--- src/design/cmpc_defs.vh ---
// constants for the comparator reference control block
`ifndef CMPC_DEFS_VH
`define CMPC_DEFS_VH
// -----------------------------------------------------------------
// register offsets
// -----------------------------------------------------------------
`define CMPC_OFF_CTRL       12'h0f90
`define CMPC_OFF_STATUS     12'h0f94
`define CMPC_OFF_IRQ_STAT   12'h0f98
`define CMPC_OFF_IRQ_MASK   12'h0f9c
`define CMPC_OFF_POWER      12'h0fa0
// -----------------------------------------------------------------
// control fields and reset values
// -----------------------------------------------------------------
`define CMPC_SEL_BIT        6
`define CMPC_LVL_HI         5
`define CMPC_LVL_LO         2
`define CMPC_CTRL_RESET     8'h14
`define CMPC_LVL_MAX        4'h9
`define CMPC_LVL_DEFAULT    4'h5
`define CMPC_LVL_STEP_MV    200
// -----------------------------------------------------------------
// interrupt status bits
// -----------------------------------------------------------------
`define CMPC_IRQ_RISE       0
`define CMPC_IRQ_FALL       1
`define CMPC_IRQ_RESET      2'h0
`define CMPC_POWER_RESET    1'b0
// -----------------------------------------------------------------
// axi responses
// -----------------------------------------------------------------
`define CMPC_RESP_OKAY      2'h0
`define CMPC_RESP_SLVERR    2'h2
`endif

--- src/design/cmpc_sync.v ---
// three-stage synchroniser for the analog comparator result
`timescale 1ns/10ps
module cmpc_sync (
  aclk,
  aresetn,
  async_in,
  sync_out,
  sync_valid
);
  input  wire aclk;
  input  wire aresetn;
  input  wire async_in;
  output reg  sync_out;
  output wire sync_valid;

  reg stage1;
  reg stage2;
  reg stage3;

  // first stage feeds only the second
  always @(posedge aclk) begin
    if (!aresetn) begin
      stage1   <= 1'b0;
      stage2   <= 1'b0;
      stage3   <= 1'b0;
      sync_out <= 1'b0;
    end else begin
      stage1 <= async_in;
      stage2 <= stage1;
      stage3 <= stage2;
      if (stage2 == stage3) begin
        sync_out <= stage3;
      end
    end
  end

  assign sync_valid = (stage2 == stage3);
endmodule

--- src/design/cmpc_top.v ---
// comparator reference control with axi4-lite register slave
//
// Local design decision: register access over AXI4-Lite.
`timescale 1ns/10ps
`include "cmpc_defs.vh"
module cmpc_top (
  aclk,
  aresetn,
  s_axi_awaddr,
  s_axi_awprot,
  s_axi_awvalid,
  s_axi_awready,
  s_axi_wdata,
  s_axi_wstrb,
  s_axi_wvalid,
  s_axi_wready,
  s_axi_bresp,
  s_axi_bvalid,
  s_axi_bready,
  s_axi_araddr,
  s_axi_arprot,
  s_axi_arvalid,
  s_axi_arready,
  s_axi_rdata,
  s_axi_rresp,
  s_axi_rvalid,
  s_axi_rready,
  comparator_raw,
  positive_select_pin,
  negative_source_select,
  reference_level,
  reference_enable,
  comparator_power_down,
  comparator_pin_out,
  irq
);
  input  wire        aclk;
  input  wire        aresetn;
  input  wire [11:0] s_axi_awaddr;
  input  wire [2:0]  s_axi_awprot;
  input  wire        s_axi_awvalid;
  output reg         s_axi_awready;
  input  wire [31:0] s_axi_wdata;
  input  wire [3:0]  s_axi_wstrb;
  input  wire        s_axi_wvalid;
  output reg         s_axi_wready;
  output reg  [1:0]  s_axi_bresp;
  output reg         s_axi_bvalid;
  input  wire        s_axi_bready;
  input  wire [11:0] s_axi_araddr;
  input  wire [2:0]  s_axi_arprot;
  input  wire        s_axi_arvalid;
  output reg         s_axi_arready;
  output reg  [31:0] s_axi_rdata;
  output reg  [1:0]  s_axi_rresp;
  output reg         s_axi_rvalid;
  input  wire        s_axi_rready;
  input  wire        comparator_raw;
  output reg         positive_select_pin;
  output reg         negative_source_select;
  output reg  [3:0]  reference_level;
  output reg         reference_enable;
  output reg         comparator_power_down;
  output reg         comparator_pin_out;
  output reg         irq;

  // -----------------------------------------------------------------
  // register state
  // -----------------------------------------------------------------
  reg  [7:0]  comparator_control;
  reg  [1:0]  irq_status;
  reg  [1:0]  irq_mask;
  reg         power_down;
  reg         prev_result;
  reg  [11:0] wr_addr;
  reg  [31:0] wr_data;
  reg  [3:0]  wr_strb;
  reg         have_aw;
  reg         have_w;
  wire        result_sync;
  wire        result_stable;
  wire [1:0]  events;
  wire [1:0]  next_irq_status;
  reg  [1:0]  next_irq_mask;
  wire        wr_low;
  wire        hit_ctrl;
  wire        hit_irq_stat;
  wire        hit_irq_mask;
  wire        hit_power;
  genvar      gi;
  reg  [31:0] read_word;
  reg         read_ok;
  wire        do_write;

  // -----------------------------------------------------------------
  // decoding helper
  // -----------------------------------------------------------------
  function is_mapped;
    input [11:0] addr;
    begin
      is_mapped = (addr == `CMPC_OFF_CTRL) ||
                  (addr == `CMPC_OFF_STATUS) ||
                  (addr == `CMPC_OFF_IRQ_STAT) ||
                  (addr == `CMPC_OFF_IRQ_MASK) ||
                  (addr == `CMPC_OFF_POWER);
    end
  endfunction

  // low-byte write landing on one register
  function write_hit;
    input        strobe;
    input [11:0] waddr;
    input [11:0] target;
    begin
      write_hit = strobe && (waddr == target);
    end
  endfunction

  // -----------------------------------------------------------------
  // comparator result path
  // -----------------------------------------------------------------
  cmpc_sync u_sync (
    .aclk       (aclk),
    .aresetn    (aresetn),
    .async_in   (comparator_raw),
    .sync_out   (result_sync),
    .sync_valid (result_stable)
  );

  // -----------------------------------------------------------------
  // interrupt events
  // -----------------------------------------------------------------
  // powered-down comparator produces no events
  assign events[`CMPC_IRQ_RISE] = result_sync & ~prev_result & ~power_down;
  assign events[`CMPC_IRQ_FALL] = ~result_sync & prev_result & ~power_down;

  always @(posedge aclk) begin
    if (!aresetn) begin
      prev_result <= 1'b0;
    end else begin
      prev_result <= result_sync;
    end
  end

  // -----------------------------------------------------------------
  // axi write channel
  // -----------------------------------------------------------------
  // readies stay low until the response is taken
  assign do_write = have_aw & have_w & ~s_axi_bvalid;

  always @(posedge aclk) begin
    if (!aresetn) begin
      s_axi_awready <= 1'b1;
      s_axi_wready  <= 1'b1;
      have_aw       <= 1'b0;
      have_w        <= 1'b0;
      wr_addr       <= 12'h0000;
      wr_data       <= 32'h0000_0000;
      wr_strb       <= 4'h0;
      s_axi_bvalid  <= 1'b0;
      s_axi_bresp   <= `CMPC_RESP_OKAY;
    end else begin
      if (s_axi_awvalid && s_axi_awready) begin
        wr_addr       <= s_axi_awaddr;
        have_aw       <= 1'b1;
        s_axi_awready <= 1'b0;
      end
      if (s_axi_wvalid && s_axi_wready) begin
        wr_data      <= s_axi_wdata;
        wr_strb      <= s_axi_wstrb;
        have_w       <= 1'b1;
        s_axi_wready <= 1'b0;
      end
      if (do_write) begin
        s_axi_bvalid <= 1'b1;
        s_axi_bresp  <= is_mapped(wr_addr) ? `CMPC_RESP_OKAY :
                        `CMPC_RESP_SLVERR;
        have_aw      <= 1'b0;
        have_w       <= 1'b0;
      end
      if (s_axi_bvalid && s_axi_bready) begin
        s_axi_bvalid  <= 1'b0;
        s_axi_awready <= 1'b1;
        s_axi_wready  <= 1'b1;
      end
    end
  end

  // -----------------------------------------------------------------
  // write decode
  // -----------------------------------------------------------------
  assign wr_low       = do_write & wr_strb[0];
  assign hit_ctrl     = write_hit(wr_low, wr_addr, `CMPC_OFF_CTRL);
  assign hit_irq_stat = write_hit(wr_low, wr_addr, `CMPC_OFF_IRQ_STAT);
  assign hit_irq_mask = write_hit(wr_low, wr_addr, `CMPC_OFF_IRQ_MASK);
  assign hit_power    = write_hit(wr_low, wr_addr, `CMPC_OFF_POWER);

  // -----------------------------------------------------------------
  // interrupt status and mask
  // -----------------------------------------------------------------
  // one sticky bit per event; a new event wins over a clear
  generate
    for (gi = 0; gi < 2; gi = gi + 1) begin : g_status
      assign next_irq_status[gi] = events[gi] |
        (irq_status[gi] & ~(hit_irq_stat & wr_data[gi]));
    end
  endgenerate

  // irq follows a mask write at the same edge as the register
  always @* begin
    next_irq_mask = irq_mask;
    if (hit_irq_mask) begin
      next_irq_mask = wr_data[1:0];
    end
  end

  always @(posedge aclk) begin
    if (!aresetn) begin
      irq_status <= `CMPC_IRQ_RESET;
      irq_mask   <= `CMPC_IRQ_RESET;
    end else begin
      irq_status <= next_irq_status;
      irq_mask   <= next_irq_mask;
    end
  end

  // -----------------------------------------------------------------
  // control and power registers
  // -----------------------------------------------------------------
  always @(posedge aclk) begin
    if (!aresetn) begin
      comparator_control <= `CMPC_CTRL_RESET;
      power_down         <= `CMPC_POWER_RESET;
    end else begin
      if (hit_ctrl) begin
        // reserved bits stored as written by software
        comparator_control <= wr_data[7:0];
      end
      if (hit_power) begin
        power_down <= wr_data[0];
      end
    end
  end

  // -----------------------------------------------------------------
  // axi read channel
  // -----------------------------------------------------------------
  // read word decoded from the address on offer
  always @* begin
    read_word = 32'h0000_0000;
    read_ok   = 1'b1;
    case (s_axi_araddr)
      `CMPC_OFF_CTRL: begin
        read_word[7:0] = comparator_control;
      end
      `CMPC_OFF_STATUS: begin
        read_word[0] = result_sync;
        read_word[1] = result_stable;
      end
      `CMPC_OFF_IRQ_STAT: begin
        read_word[1:0] = irq_status;
      end
      `CMPC_OFF_IRQ_MASK: begin
        read_word[1:0] = irq_mask;
      end
      `CMPC_OFF_POWER: begin
        read_word[0] = power_down;
      end
      default: begin
        read_ok = 1'b0;
      end
    endcase
  end

  always @(posedge aclk) begin
    if (!aresetn) begin
      s_axi_arready <= 1'b1;
      s_axi_rvalid  <= 1'b0;
      s_axi_rdata   <= 32'h0000_0000;
      s_axi_rresp   <= `CMPC_RESP_OKAY;
    end else begin
      if (s_axi_arvalid && s_axi_arready) begin
        s_axi_arready <= 1'b0;
        s_axi_rvalid  <= 1'b1;
        s_axi_rdata   <= read_word;
        s_axi_rresp   <= read_ok ? `CMPC_RESP_OKAY : `CMPC_RESP_SLVERR;
      end
      if (s_axi_rvalid && s_axi_rready) begin
        s_axi_rvalid  <= 1'b0;
        s_axi_arready <= 1'b1;
      end
    end
  end

  // -----------------------------------------------------------------
  // analog control outputs
  // -----------------------------------------------------------------
  always @(posedge aclk) begin
    if (!aresetn) begin
      positive_select_pin    <= 1'b1;
      negative_source_select <= 1'b0;
      reference_level        <= `CMPC_LVL_DEFAULT;
      reference_enable       <= 1'b0;
      comparator_power_down  <= `CMPC_POWER_RESET;
    end else begin
      // positive input tied to its pin in every setting
      positive_select_pin    <= 1'b1;
      negative_source_select <= comparator_control[`CMPC_SEL_BIT];
      // own field only; no link to converter reference
      reference_level        <=
        comparator_control[`CMPC_LVL_HI:`CMPC_LVL_LO];
      reference_enable       <= comparator_control[`CMPC_SEL_BIT] &
                                ~power_down;
      comparator_power_down  <= power_down;
    end
  end

  // -----------------------------------------------------------------
  // result pin and interrupt line
  // -----------------------------------------------------------------
  always @(posedge aclk) begin
    if (!aresetn) begin
      comparator_pin_out <= 1'b0;
      irq                <= 1'b0;
    end else begin
      comparator_pin_out <= result_sync & ~power_down;
      irq                <= |(next_irq_status & next_irq_mask);
    end
  end
endmodule

--- config.mk ---
export PLATFORM = sky130hd
export DESIGN_NAME = cmpc_top
export DESIGN_NICKNAME = d
export VERILOG_FILES = /design/src/design/cmpc_sync.v /design/src/design/cmpc_top.v
export VERILOG_INCLUDE_DIRS = /design/src /design/src/design
export SDC_FILE = /design/constraint.sdc
export NUM_CORES = 1
export LEC_CHECK = 0
export BUFFER_PORTS_ARGS = -buffer_cell sky130_fd_sc_hd__buf_2
export CAP_MARGIN = 20
export CORE_UTILIZATION = 45
export DETAILED_ROUTE_END_ITERATION = 10
export PLACE_DENSITY = 0.77
export SLEW_MARGIN = 20
export SYNTH_ARGS = -nofsm -noshare
export SYNTH_HDL_FRONTEND = slang
export SYNTH_HIERARCHICAL = 1
export SYNTH_SLANG_ARGS = --single-unit
--- constraint.sdc ---
create_clock -name aclk -period 2 [get_ports aclk]
set_input_delay 0.4 -clock aclk [delete_from_list [all_inputs] [get_ports aclk]]
set_output_delay 0.4 -clock aclk [all_outputs]
set_load 0.02 [all_outputs]
## After elaboration in Yosys (flattened, before gate mapping)

Index checks and enable logic that the tools add are counted.

- Bits of input ports: 74
- Bits in registers: 67
- Logic and storage cells: 87

- Mux-type cells: 7
- Bitwise gates (word level): 23
- Reduce and logical (&&, ||, !) cells: 18
- Equal/unequal tests: 11

Operators by type and width:

| kind | number |
|---|---|
| $eq 12x12->1 const B | 10 |
| $and 1x1->1 | 13 |
| $logic_and 1x1->1 | 9 |
| $reduce_or 2->1 | 4 |
| $not 1->1 | 7 |
| $mux 2 | 3 |
| $mux 6 | 1 |
| $pmux 1 s5 | 1 |
| $reduce_or 5->1 | 1 |
| $logic_or 1x1->1 | 4 |
| $pmux 1 s4 | 1 |
| $and 2x2->2 | 1 |
| $or 1x1->1 | 2 |
| $eq 1x1->1 | 1 |
| $mux 1 | 1 |

## Logic depth before layout (Yosys ltp)

Gate-level depths: netlist (run 1).

- Depth in word-level cells: 10
- Depth in mapped cells: 5
- Mapped depth without buffers: 5

## By module

Netlist (run 1), hierarchy kept.

By module, submodules not included:

| module | cells an instance | times used | sequential area each (µm²) | area an instance (µm²) |
|---|---|---|---|---|
| cmpc_top | 276 | 1 | 1221.2 | 2610.0 |
| cmpc_sync | 11 | 1 | 80.1 | 131.4 |

## Worst setup path after synthesis (run 1)

No wires, ideal clock.

- Kind: reg-to-reg
- Start point: reg wr_addr[0]
- End point: reg comparator_control[2]
- Required time: 1.873 ns
- Cell stages (with the launch flop): 5
- Library setup time: 0.127 ns
- Setup slack: 0.578 ns
- Path buffers: 0
- Arrival: 1.295 ns
- Cell sequence: dfxtp_1 nor4b_4 nand4_2 mux2i_1 nand2_1

- Word-level cells in the longest chain between the ends: 2

Ends and longest elaborated chain:

| what | RTL line | text |
|---|---|---|
| start: declaration | cmpc_top.v:75 | `reg [11:0] wr_addr;` |
| start signal: assignment | cmpc_top.v:164 | `wr_addr <= s_axi_awaddr;` |
| $eq 12x12->1 | cmpc_top.v:115 | `write_hit = strobe && (waddr == target);` |
| $logic_and 1x1->1 | cmpc_top.v:115 |  |
| end signal: assignment | cmpc_top.v:232 | `` comparator_control <= `CMPC_CTRL_RESET; `` |
| end signal: assignment | cmpc_top.v:237 | `comparator_control <= wr_data[7:0];` |
| end: declaration | cmpc_top.v:70 | `reg [7:0] comparator_control;` |

No other way between the ends.
A chain may end at the register's enable or synchronous reset.

## Worst setup path in the final report (run 1)

- Start point: reg wr_addr[0]
- End point: reg comparator_control[0]

The elaborated chain is that of the path after synthesis.

==> results.md, run 1 <==
- Status: complete, no violations
- Clock tree buffer depth: 2
- Placed Cells: 415
- Leak: 1.50 nW
- Antenna fix cells: 0
- Clock Sinks: 65
- Final Hold Fails: 0
- RR Startpoint: wr_addr[0]$_SDFFE_PN0P_
- Yosys reg bits: 65
- Root Buffer Master: clkbuf_8
- PortBufs: 64
- Final net count: 425
- Launch point of the worst path: wr_addr[0]$_SDFFE_PN0P_
- Initial antenna violation count: 0
- Drt wl/cell: 11.4 um
- TritonCTS clock tree: done
- MaxCap Viol Count: 0
- Cell family with the largest share of critical-path delay: simple AND/OR/NAND/NOR gates
- Slew Limit Fails: 0
- Synth Area per Inst: 9.55 um2
- Worst EP arrival: 1.86 ns
- Yosys warns: 6
- Async SR Flop Fraction: 0%
- Die area: 6410 um2
- CTS H-Tree Depth: 3
- Slowest stage cell, crit path: nor4b_4
- Share of layout cells above drive strength 1: 25.0%
- Fillers: 536
- Max Freq: 609 MHz
- Power per cell area: 852 nW/um2
- RePlAce Congestion: 0.807
- Final setup viols: 0
- Final WL: 4.90 mm
- Clk pin slew, worst setup/hold paths: 0.07 ns
- DRC viols: 0
- Vias in the first global route: 1694
- Worst Skew: 0.00769 ns
- Routed Antenna Nets: 0
- Vert. Die Dim: 80.1 um
- CP peak stage delay: 0.43 ns
- Cells after Synth: 287
- Starting density of the core: 46.6%
- GR Overflow Total: 0
- # hold bufs at CTS: 0
- Ports: 125
- CP cell instances: nor4b_4 -> nand4_2 -> mux2i_1 -> nor2b_1
- DR vias/cell: 4.78
- Synth Flop Type: dfxtp_1
- CP Launch Type: flip-flop
- Ranking of synthesized cells by area: dfxtp_1, buf_4, nand2_1, a21boi_0, nor2b_1
- Buf/Inv on CP: 0
- First DRT Iteration DRCs: 68
- RSZ-0062 raised after global routing: no
- Setup TNS: 0 ns
- Number of enable flip-flop cells after synthesis: 0
- Overall Global Routing Usage: 16.5%
- Die width: 80.1 um
- Fin crit period: 1.64 ns
- Worst VDD drop: 0.561 mV
- Detailed-route via count: 2061
- Cts bufs inserted: 9
- Worst-path maximum fanout: 8
- Seq/Total Area, Yosys: 47.5%
- Largest net degree at the start of global routing: 34
- Post-synth design cell area: 2740 um2
- Core Area: 5890 um2
- Number of distinct library cells after synthesis: 37
- Hold Crit Start: s_axi_wvalid
- Clock latency at the later pin of the worst-skew pair: 0.33 ns
- Placed cell area: 3020 um2
- Final Cycle Share: 82.1%
- First-pass GRT wire length: 7.78 mm
- Synth area leader: dfxtp_1
- CTS-repair resized insts: 0
- Row count: 28
- Hold Path Class: primary input to flip-flop
- Non-Filler Instances: 431
- Synth-to-layout area growth: 17.8%
- Fin area: 3230 um2
- Post-CTS setup buffer count: 0
- Hpwl dp: 3.55 mm
- Crit Path Class: flip-flop to flip-flop
- Yosys top cell area share: 47.5%
- TritonRoute pass-1 iters: 4
- Crit end category: flip-flop
- Worst endpoint required time: 2.22 ns
path summary, 6_finish.rpt:
check	endpoint	slack (ns)	cells past startpoint
setup / recovery	comparator_control[0]$_SDFFE_PN0P_	0.36	4
hold reg to reg	u_sync/stage2$_SDFF_PN0_	0.44	1
hold / removal	s_axi_wready$_SDFFE_PP1P_	0.27	2
setup reg to reg	comparator_control[0]$_SDFFE_PN0P_	0.36	4
cell families (layout without fill, tap and decap cells):
| family | after synthesis | in the layout | share of synthesized area (%) |
|---|---|---|---|
| AND/OR/NAND/NOR | 114 | 114 | 23.4 |
| flip-flops | 65 | 65 | 47.5 |
| multiplexers | 14 | 14 | 6.21 |
| XOR/XNOR | 1 | 1 | 0.320 |
| other | 2 | 27 | 0.274 |
| buffers and inverters | 44 | 88 | 9.72 |
| AO/OA/AOI/OAI | 47 | 47 | 12.6 |
cell usage after synthesis, types with 3 or more instances:
library cell,n
a21boi_0,22
a22oi_1,6
and2_1,13
and4b_1,3
buf_4,27
clkbuf_1,9
dfxtp_1,65
inv_1,6
mux2i_1,11
nand2_1,54
nand2b_1,3
nand4_1,5
nor2b_1,20
nor4b_1,3
o21ai_0,7
per-stage QoR:
step	hold slack (ns)	total power (W)	worst slack, ns	util, %
floorplan	0.412	0.00160	0.578	-
finish	0.268	0.00275	0.359	54.8
global placement	0.418	0.00163	0.392	51.3
global route	0.259	0.00288	0.187	54.8
CTS	0.259	0.00278	0.324	54.8
detailed placement	0.432	0.00164	0.333	51.3
report_power, final:
group          switching (W)  leakage (nW)  internal (W)  total, W
clock network       0.000464         0.107      0.000677   0.00114
registers          0.0000336         0.530       0.00134   0.00137
logic               0.000146         0.859     0.0000911  0.000238
total               0.000644          1.50       0.00211   0.00275
worst register-to-register path: stages (launching register included):
cell     delay, ns
dfxtp_1       0.33
nor4b_4       0.43
nand4_2       0.42
mux2i_1       0.27
nor2b_1       0.07
area by class of cell:
class / instances / area [um2] / area share, %
inverters: 6 / 22.5 / 0.698
well taps: 75 / 93.8 / 2.91
multi-input cells: 203 / 1270 / 39.3
clock buffers: 14 / 173 / 5.35
clock inverters: 2 / 35.0 / 1.09
flip-flops and latches: 65 / 1300 / 40.3
repair buffers: 66 / 335 / 10.4
cell usage in the layout (no fill, tap or decap), types with 2 or more instances in the layout:
cell type  Yosys  layout
nand2b_1       3       3
nand4_2        2       2
nand4_1        5       5
and2_1        13      13
o2111ai_1      2       2
buf_2          0      64
a21boi_0      22      22
conb_1         2      27
nor4b_1        3       3
nor2b_1       20      20
o211a_1        2       2
a31oi_1        2       2
and4_1         2       2
mux4_2         2       2
buf_4         27       2
clkbuf_8       0      12
nand2_1       54      54
nor3b_1        2       2
nor2_1         2       2
inv_1          6       6
dfxtp_1       65      65
and4b_1        3       3
o21ai_0        7       7
a22oi_1        6       6
clkbuf_1       9       2
nor4bb_1       2       2
mux2i_1       11      11
flip-flops by register name, indices dropped and copies added, names as in the netlist, 2 cells and up:
name	count
wr_addr	12
comparator_control	8
s_axi_rdata	8
wr_data	8
reference_level	4
irq_mask	2
irq_status	2
routing by layer:
| metal | part of all wire, % | GRT usage (%) | vias up |
|---|---|---|---|
| li1 | - | - | 1057 |
| met1 | 46 | 20.3 | 937 |
| met2 | 47 | 25.3 | 57 |
| met3 | 4.7 | 4.20 | 10 |
| met4 | 2.5 | 10.7 | 0 |
| met5 | 0 | 0 | - |
Note: power is estimated with default switching activity, not from simulation.
==> inputs of run 2 (changes only) <==
--- a/config.mk
+++ b/config.mk
@@ -8,9 +8,9 @@
 export LEC_CHECK = 0
 export BUFFER_PORTS_ARGS = -buffer_cell sky130_fd_sc_hd__buf_2
 export CAP_MARGIN = 20
-export CORE_UTILIZATION = 45
+export CORE_UTILIZATION = 42
 export DETAILED_ROUTE_END_ITERATION = 10
-export PLACE_DENSITY = 0.77
+export PLACE_DENSITY = 0.76
 export SLEW_MARGIN = 20
 export SYNTH_ARGS = -nofsm -noshare
 export SYNTH_HDL_FRONTEND = slang
==> constraint.sdc (replaced) <==
create_clock -name aclk -period 1.5 [get_ports aclk]
set_input_delay 0.3 -clock aclk [delete_from_list [all_inputs] [get_ports aclk]]
set_output_delay 0.3 -clock aclk [all_outputs]
set_load 0.02 [all_outputs]
==> results.md, run 2 (same netlist as run 1, synthesis figures left out) <==
- Status: complete, no violations
- Final Hold Fails: 0 (unchanged)
- Clock tree buffer depth: 2 (unchanged)
- Worst Skew: 0.00443 ns (-0.00326 ns)
- GR Overflow Total: 0 (unchanged)
- Slowest stage cell, crit path: nor4b_4
- Final setup viols: 0 (unchanged)
- Worst endpoint required time: 1.77 ns (-0.45 ns)
- Final Cycle Share: 98.2% (+16 points)
- Leak: 1.56 nW (+4.3%)
- Layer with the highest usage: met2
- Crit Path Class: flip-flop to flip-flop
- Die width: 82.8 um (+3.4%)
- Initial antenna violation count: 0 (unchanged)
- TritonRoute pass-1 iters: 4 (unchanged)
- Fin crit period: 1.47 ns (-0.167 ns)
- Crit end category: flip-flop
- RSZ-0062 raised after global routing: yes
- Cts bufs inserted: 9 (unchanged)
- Dpl ws: -0.0110 ns (-0.344 ns)
- Met3 usage: 7.76% (+3.6 points)
- CP cell instances: nor4b_4 -> nand4_2 -> mux2_4 -> o22ai_2
- Final WL: 4.99 mm (+1.9%)
- Sequential share of power: 46.4% (-3.5 points)
- Overall Global Routing Usage: 16.6% (+0.097 points)
- Setup TNS: 0 ns (unchanged)
- Clock Sinks: 65 (unchanged)
- Worst-path maximum fanout: 4 (-4)
- Clock network power share: 45.1% (+3.6 points)
- Vert. Die Dim: 82.8 um (+3.4%)
- DR vias/cell: 4.72 (-1.3%)
- Hold Path Class: primary input to flip-flop
- Worst VDD drop: 0.751 mV (+34%)
- Pint: 0.00306 W (+45%)
- Share of layout cells above drive strength 1: 28.3% (+3.3 points)
- Top reg by flops: wr_addr
- First-pass GRT wire length: 8.18 mm (+5.1%)
- Post-CTS setup buffer count: 0 (unchanged)
- Max Freq: 679 MHz (+11%)
- Starting density of the core: 43.4% (-3.2 points)
- Met1 Resource Use GR: 18.4% (-1.9 points)
- Slew Limit Fails: 0 (unchanged)
- CP peak stage delay: 0.38 ns (-0.05 ns)
- PortBufs: 64 (unchanged)
- Combinational share of power: 8.5% (about the same)
- Max reg flops: 12 (unchanged)
- Vias in the first global route: 1859 (+9.7%)
- Antenna fix cells: 0 (unchanged)
- Root Buffer Master: clkbuf_8
- Power per cell area: 1180 nW/um2 (+38%)
- M2 GR Usage: 27.5% (+2.2 points)
- CTS H-Tree Depth: 3 (unchanged)
- Net Sw Frac: 22.4% (-1.0 points)
- Clock latency at the later pin of the worst-skew pair: 0.34 ns (about the same)
- Clk pin slew, worst setup/hold paths: 0.06 ns (about the same)
- DRC viols: 0 (unchanged)
- Row count: 29 (+3.6%)
- Hpwl dp: 3.73 mm (+5.0%)
- Final net count: 433 (+1.9%)
- # hold bufs at CTS: 0 (unchanged)
- TritonCTS clock tree: done
- Die area: 6850 um2 (+7.0%)
- Most frequent cells in the layout: buf_2, dfxtp_1, nand2_1
- Worst EP arrival: 1.74 ns (-0.12 ns)
- Commonest non-fill, non-tap cell in the layout: buf_2
- First DRT Iteration DRCs: 32 (-53%)
- Core Area: 6310 um2 (+7.3%)
- Ports: 125 (unchanged)
- RePlAce Congestion: 0.779 (-3.5%)
- Routed Antenna Nets: 0 (unchanged)
- CP Launch Type: flip-flop
- Largest net degree at the start of global routing: 28 (-18%)
- Detailed-route via count: 2082 (+1.0%)
- Worst Setup Slack, final: 0.0264 ns (-0.333 ns)
- MaxCap Viol Count: 0 (unchanged)
- Drt wl/cell: 11.3 um (-0.43%)
- Sw power: 0.000884 W (+37%)
- Synth-to-layout area growth: 22.0%
run 2: path summary, 6_finish.rpt:
path                       startpoint                    endpoint  slack [ns]  depth (start not counted)
max           wr_addr[0]$_SDFFE_PN0P_              irq$_SDFF_PN0_        0.03                          4
min                     s_axi_awvalid  s_axi_awready$_SDFFE_PP1P_        0.16                          2
max reg2reg   wr_addr[0]$_SDFFE_PN0P_              irq$_SDFF_PN0_        0.03                          4
min reg2reg  u_sync/stage1$_SDFF_PN0_    u_sync/stage2$_SDFF_PN0_        0.44                          1
run 2: metal layers:
| metal | wire [um] | vias to the layer above |
|---|---|---|
| met5 | 0 | - |
| met4 | 73 | 0 |
| met3 | 269 | 7 |
| met2 | 2440 | 58 |
| met1 | 2210 | 949 |
| li1 | - | 1068 |
run 2: cell type report:
type / count / area (um2)
Sequential cell: 65 / 1300
Clock buffer: 10 / 138
Tap cell: 77 / 96.3
Multi-Input combinational cell: 203 / 1280
Clock inverter: 6 / 105
Timing Repair Buffer: 74 / 399
Inverter: 6 / 22.5
Fill cell: 595 / 2970
run 2: power by group through the flow:
stage	Sequential [W]	Combinational, W	Clock, W
after floorplan	0.00187	0.000254	0
final	0.00183	0.000335	0.00178
after global placement	0.00186	0.000327	0
after detailed placement	0.00187	0.000334	0
after global routing	0.00184	0.000378	0.00191
after CTS	0.00183	0.000336	0.00182
run 2: worst max-delay path, delay by kind of cell (launching register included):
| family | cells | cell delay [ns] |
|---|---|---|
| AOI/OAI and AO/OA | 1 | 0.17 |
| muxes | 1 | 0.34 |
| and+or+nand+nor | 2 | 0.57 |
| DFF | 1 | 0.33 |
run 2: repair_timing:
item	in CTS	in global routing
pin swaps	3	3
endpoints found under the setup margin	6	11
resized for setup	4	1
run 2: through the flow:
step	utilization [%]	instance area (um2)	hold WS, ns	instances	power (W)
after floorplan	-	2840	0.400	312	0.00213
after CTS	52.9	3340	0.154	441	0.00398
after global placement	48.8	3080	0.413	425	0.00219
after global routing	53.0	3340	0.160	441	0.00412
after detailed placement	48.8	3080	0.421	425	0.00220
final	53.0	3340	0.162	441	0.00394
==> inputs of run 3 (changes only) <==
--- a/config.mk
+++ b/config.mk
@@ -6,7 +6,7 @@
 export SDC_FILE = /design/constraint.sdc
 export NUM_CORES = 1
 export LEC_CHECK = 0
-export BUFFER_PORTS_ARGS = -buffer_cell sky130_fd_sc_hd__buf_2
+export BUFFER_PORTS_ARGS = -buffer_cell sky130_fd_sc_hd__buf_4
 export CAP_MARGIN = 20
 export CORE_UTILIZATION = 42
 export DETAILED_ROUTE_END_ITERATION = 10
==> results.md, run 3 (same netlist as run 1, synthesis figures left out) <==
- Max Freq: 675 MHz (-0.55%)
- First DRT Iteration DRCs: 44 (+38%)
- Hold Path End: s_axi_wready$_SDFFE_PP1P_
- Core Area: 6310 um2 (unchanged)
- Antenna fix cells: 0 (unchanged)
- Vert. Die Dim: 82.8 um (unchanged)
- Fillers: 593 (-0.34%)
- RR Startpoint: wr_addr[6]$_SDFFE_PN0P_
- Commonest non-fill, non-tap cell in the layout: buf_4
- CP peak stage delay: 0.39 ns (about the same)
- Die area: 6850 um2 (unchanged)
- Final Cycle Share: 98.8% (+0.54 points)
- PortBufs: 64 (unchanged)
- Worst Skew: 0.00674 ns (+0.00231 ns)
- Largest net degree at the start of global routing: 28 (unchanged)
- RePlAce Congestion: 0.811 (+4.1%)
- Power per cell area: 1050 nW/um2 (-11%)
- GR Overflow Total: 0 (unchanged)
- Final setup viols: 0 (unchanged)
- Worst flop-to-flop path endpoint: irq$_SDFF_PN0_
- Buf/Inv on CP: 0 (unchanged)
- Clk pin slew, worst setup/hold paths: 0.07 ns (about the same)
- WHS Path Cells: 2 (unchanged)
- Top reg by flops: wr_addr
- Share of layout cells above drive strength 1: 27.9% (-0.40 points)
- Worst Setup Slack, final: 0.0182 ns (-0.00817 ns)
- Max reg flops: 12 (unchanged)
- Cell family with the largest share of critical-path delay: simple AND/OR/NAND/NOR gates
- DRC viols: 0 (unchanged)
- CP Launch Type: flip-flop
- Root Buffer Master: clkbuf_8
- Clock Sinks: 65 (unchanged)
- TritonCTS clock tree: done
- Worst VDD drop: 0.722 mV (-3.8%)
- Row count: 29 (unchanged)
- MaxCap Viol Count: 0 (unchanged)
- Leak: 1.55 nW (-0.62%)
- TritonRoute pass-1 iters: 4 (unchanged)
- Worst-path maximum fanout: 4 (unchanged)
- Crit Path Class: flip-flop to flip-flop
- Cts bufs inserted: 9 (unchanged)
- Dpl ws: -0.0614 ns (-0.0504 ns)
- Hold Path Class: primary input to flip-flop
- DR vias/cell: 4.70 (-0.36%)
- Hold Crit Start: s_axi_wvalid
- Clock tree buffer depth: 2 (unchanged)
- Vias in the first global route: 1933 (+4.0%)
- Clock latency at the later pin of the worst-skew pair: 0.33 ns (about the same)
- Reg2Reg Setup Slack: 0.02 ns (about the same)
- Routed Antenna Nets: 0 (unchanged)
- RSZ-0062 raised after global routing: yes
- Slowest stage cell, crit path: nor4b_4
- Power Total: 0.00363 W (-7.9%)
- # hold bufs at CTS: 0 (unchanged)
- CP cell instances: nor4b_4 -> nand4_2 -> mux2_4 -> o22ai_2
- Final WL: 5.00 mm (+0.18%)
- Detailed-route via count: 2065 (-0.82%)
- Final net count: 431 (-0.46%)
- Starting density of the core: 43.4% (unchanged)
- Initial antenna violation count: 0 (unchanged)
- Worst EP arrival: 1.75 ns (about the same)
- First-pass GRT wire length: 8.46 mm (+3.4%)
- Worst endpoint required time: 1.76 ns (about the same)
- Overall Global Routing Usage: 16.7% (+0.12 points)
- Final Hold Fails: 0 (unchanged)
- R2R depth: 4 (unchanged)
- CTS H-Tree Depth: 3 (unchanged)
- Hpwl dp: 3.70 mm (-0.74%)
- Ports: 125 (unchanged)
- Status: complete, no violations
- Crit end category: flip-flop
- Slew Limit Fails: 0 (unchanged)
- Die width: 82.8 um (unchanged)
- Drt wl/cell: 11.4 um (+0.64%)
- Fin crit period: 1.48 ns (+0.00817 ns)
- Most frequent cells in the layout: buf_4, dfxtp_1, nand2_1
- Synth-to-layout area growth: 25.6%
[run 3: what timing repair did]
item,CTS,global route
gates cloned,0,0
pin swaps,2,4
setup buffers,0,0
gates resized for setup,2,3
setup endpoints to repair,7,11
[run 3: how the worst max path moves through the flow]
stage                                  from                                 end  slack, ns  cells after the start
CTS                 wr_addr[0]$_SDFFE_PN0P_                      irq$_SDFF_PN0_     -0.007                      4
global route        wr_addr[6]$_SDFFE_PN0P_                      irq$_SDFF_PN0_      -0.09                      4
detailed placement  wr_addr[0]$_SDFFE_PN0P_                      irq$_SDFF_PN0_      -0.06                      4
floorplan           wr_addr[0]$_SDFFE_PN0P_  comparator_control[2]$_SDFFE_PN1P_       0.08                      4
finish              wr_addr[6]$_SDFFE_PN0P_                      irq$_SDFF_PN0_       0.02                      4
global placement    wr_addr[0]$_SDFFE_PN0P_                      irq$_SDFF_PN0_       0.01                      4
[run 3: layout make-up]
| cell class | instances | area [um2] | area share, % |
|---|---|---|---|
| sequential | 65 | 1300 | 37.8 |
| multi-input combinational | 203 | 1280 | 37.2 |
| timing repair buffer | 72 | 544 | 15.8 |
| clock buffer | 9 | 124 | 3.60 |
| tap | 77 | 96.3 | 2.80 |
| clock inverter | 7 | 71.3 | 2.07 |
| inverter | 6 | 22.5 | 0.654 |
[run 3: per-layer routing]
metal,global-route usage (%),routed length [um],vias to the layer above
met5,0,0,-
met4,7.41,61,0
met3,6.34,303,7
met2,27.5,2450,55
met1,19.1,2190,942
li1,-,-,1061
[run 3: report_power, final]
group          internal [W]  total, W  switching, W
logic              0.000166  0.000365      0.000199
clock network      0.000762   0.00143      0.000672
registers           0.00178   0.00183     0.0000441
total               0.00271   0.00363      0.000916
[run 3: through the flow]
| stage | std cells | utilization [%] | TNS (ns) | hold WS [ns] | area [um2] |
|---|---|---|---|---|---|
| floorplan | 312 | - | 0 | 0.400 | 2840 |
| global placement | 423 | 51.1 | 0 | 0.416 | 3230 |
| detailed placement | 423 | 51.1 | -0.0994 | 0.419 | 3230 |
| CTS | 439 | 54.4 | -0.00687 | 0.141 | 3430 |
| global route | 439 | 54.5 | -0.655 | 0.157 | 3440 |
| finish | 439 | 54.5 | 0 | 0.161 | 3440 |
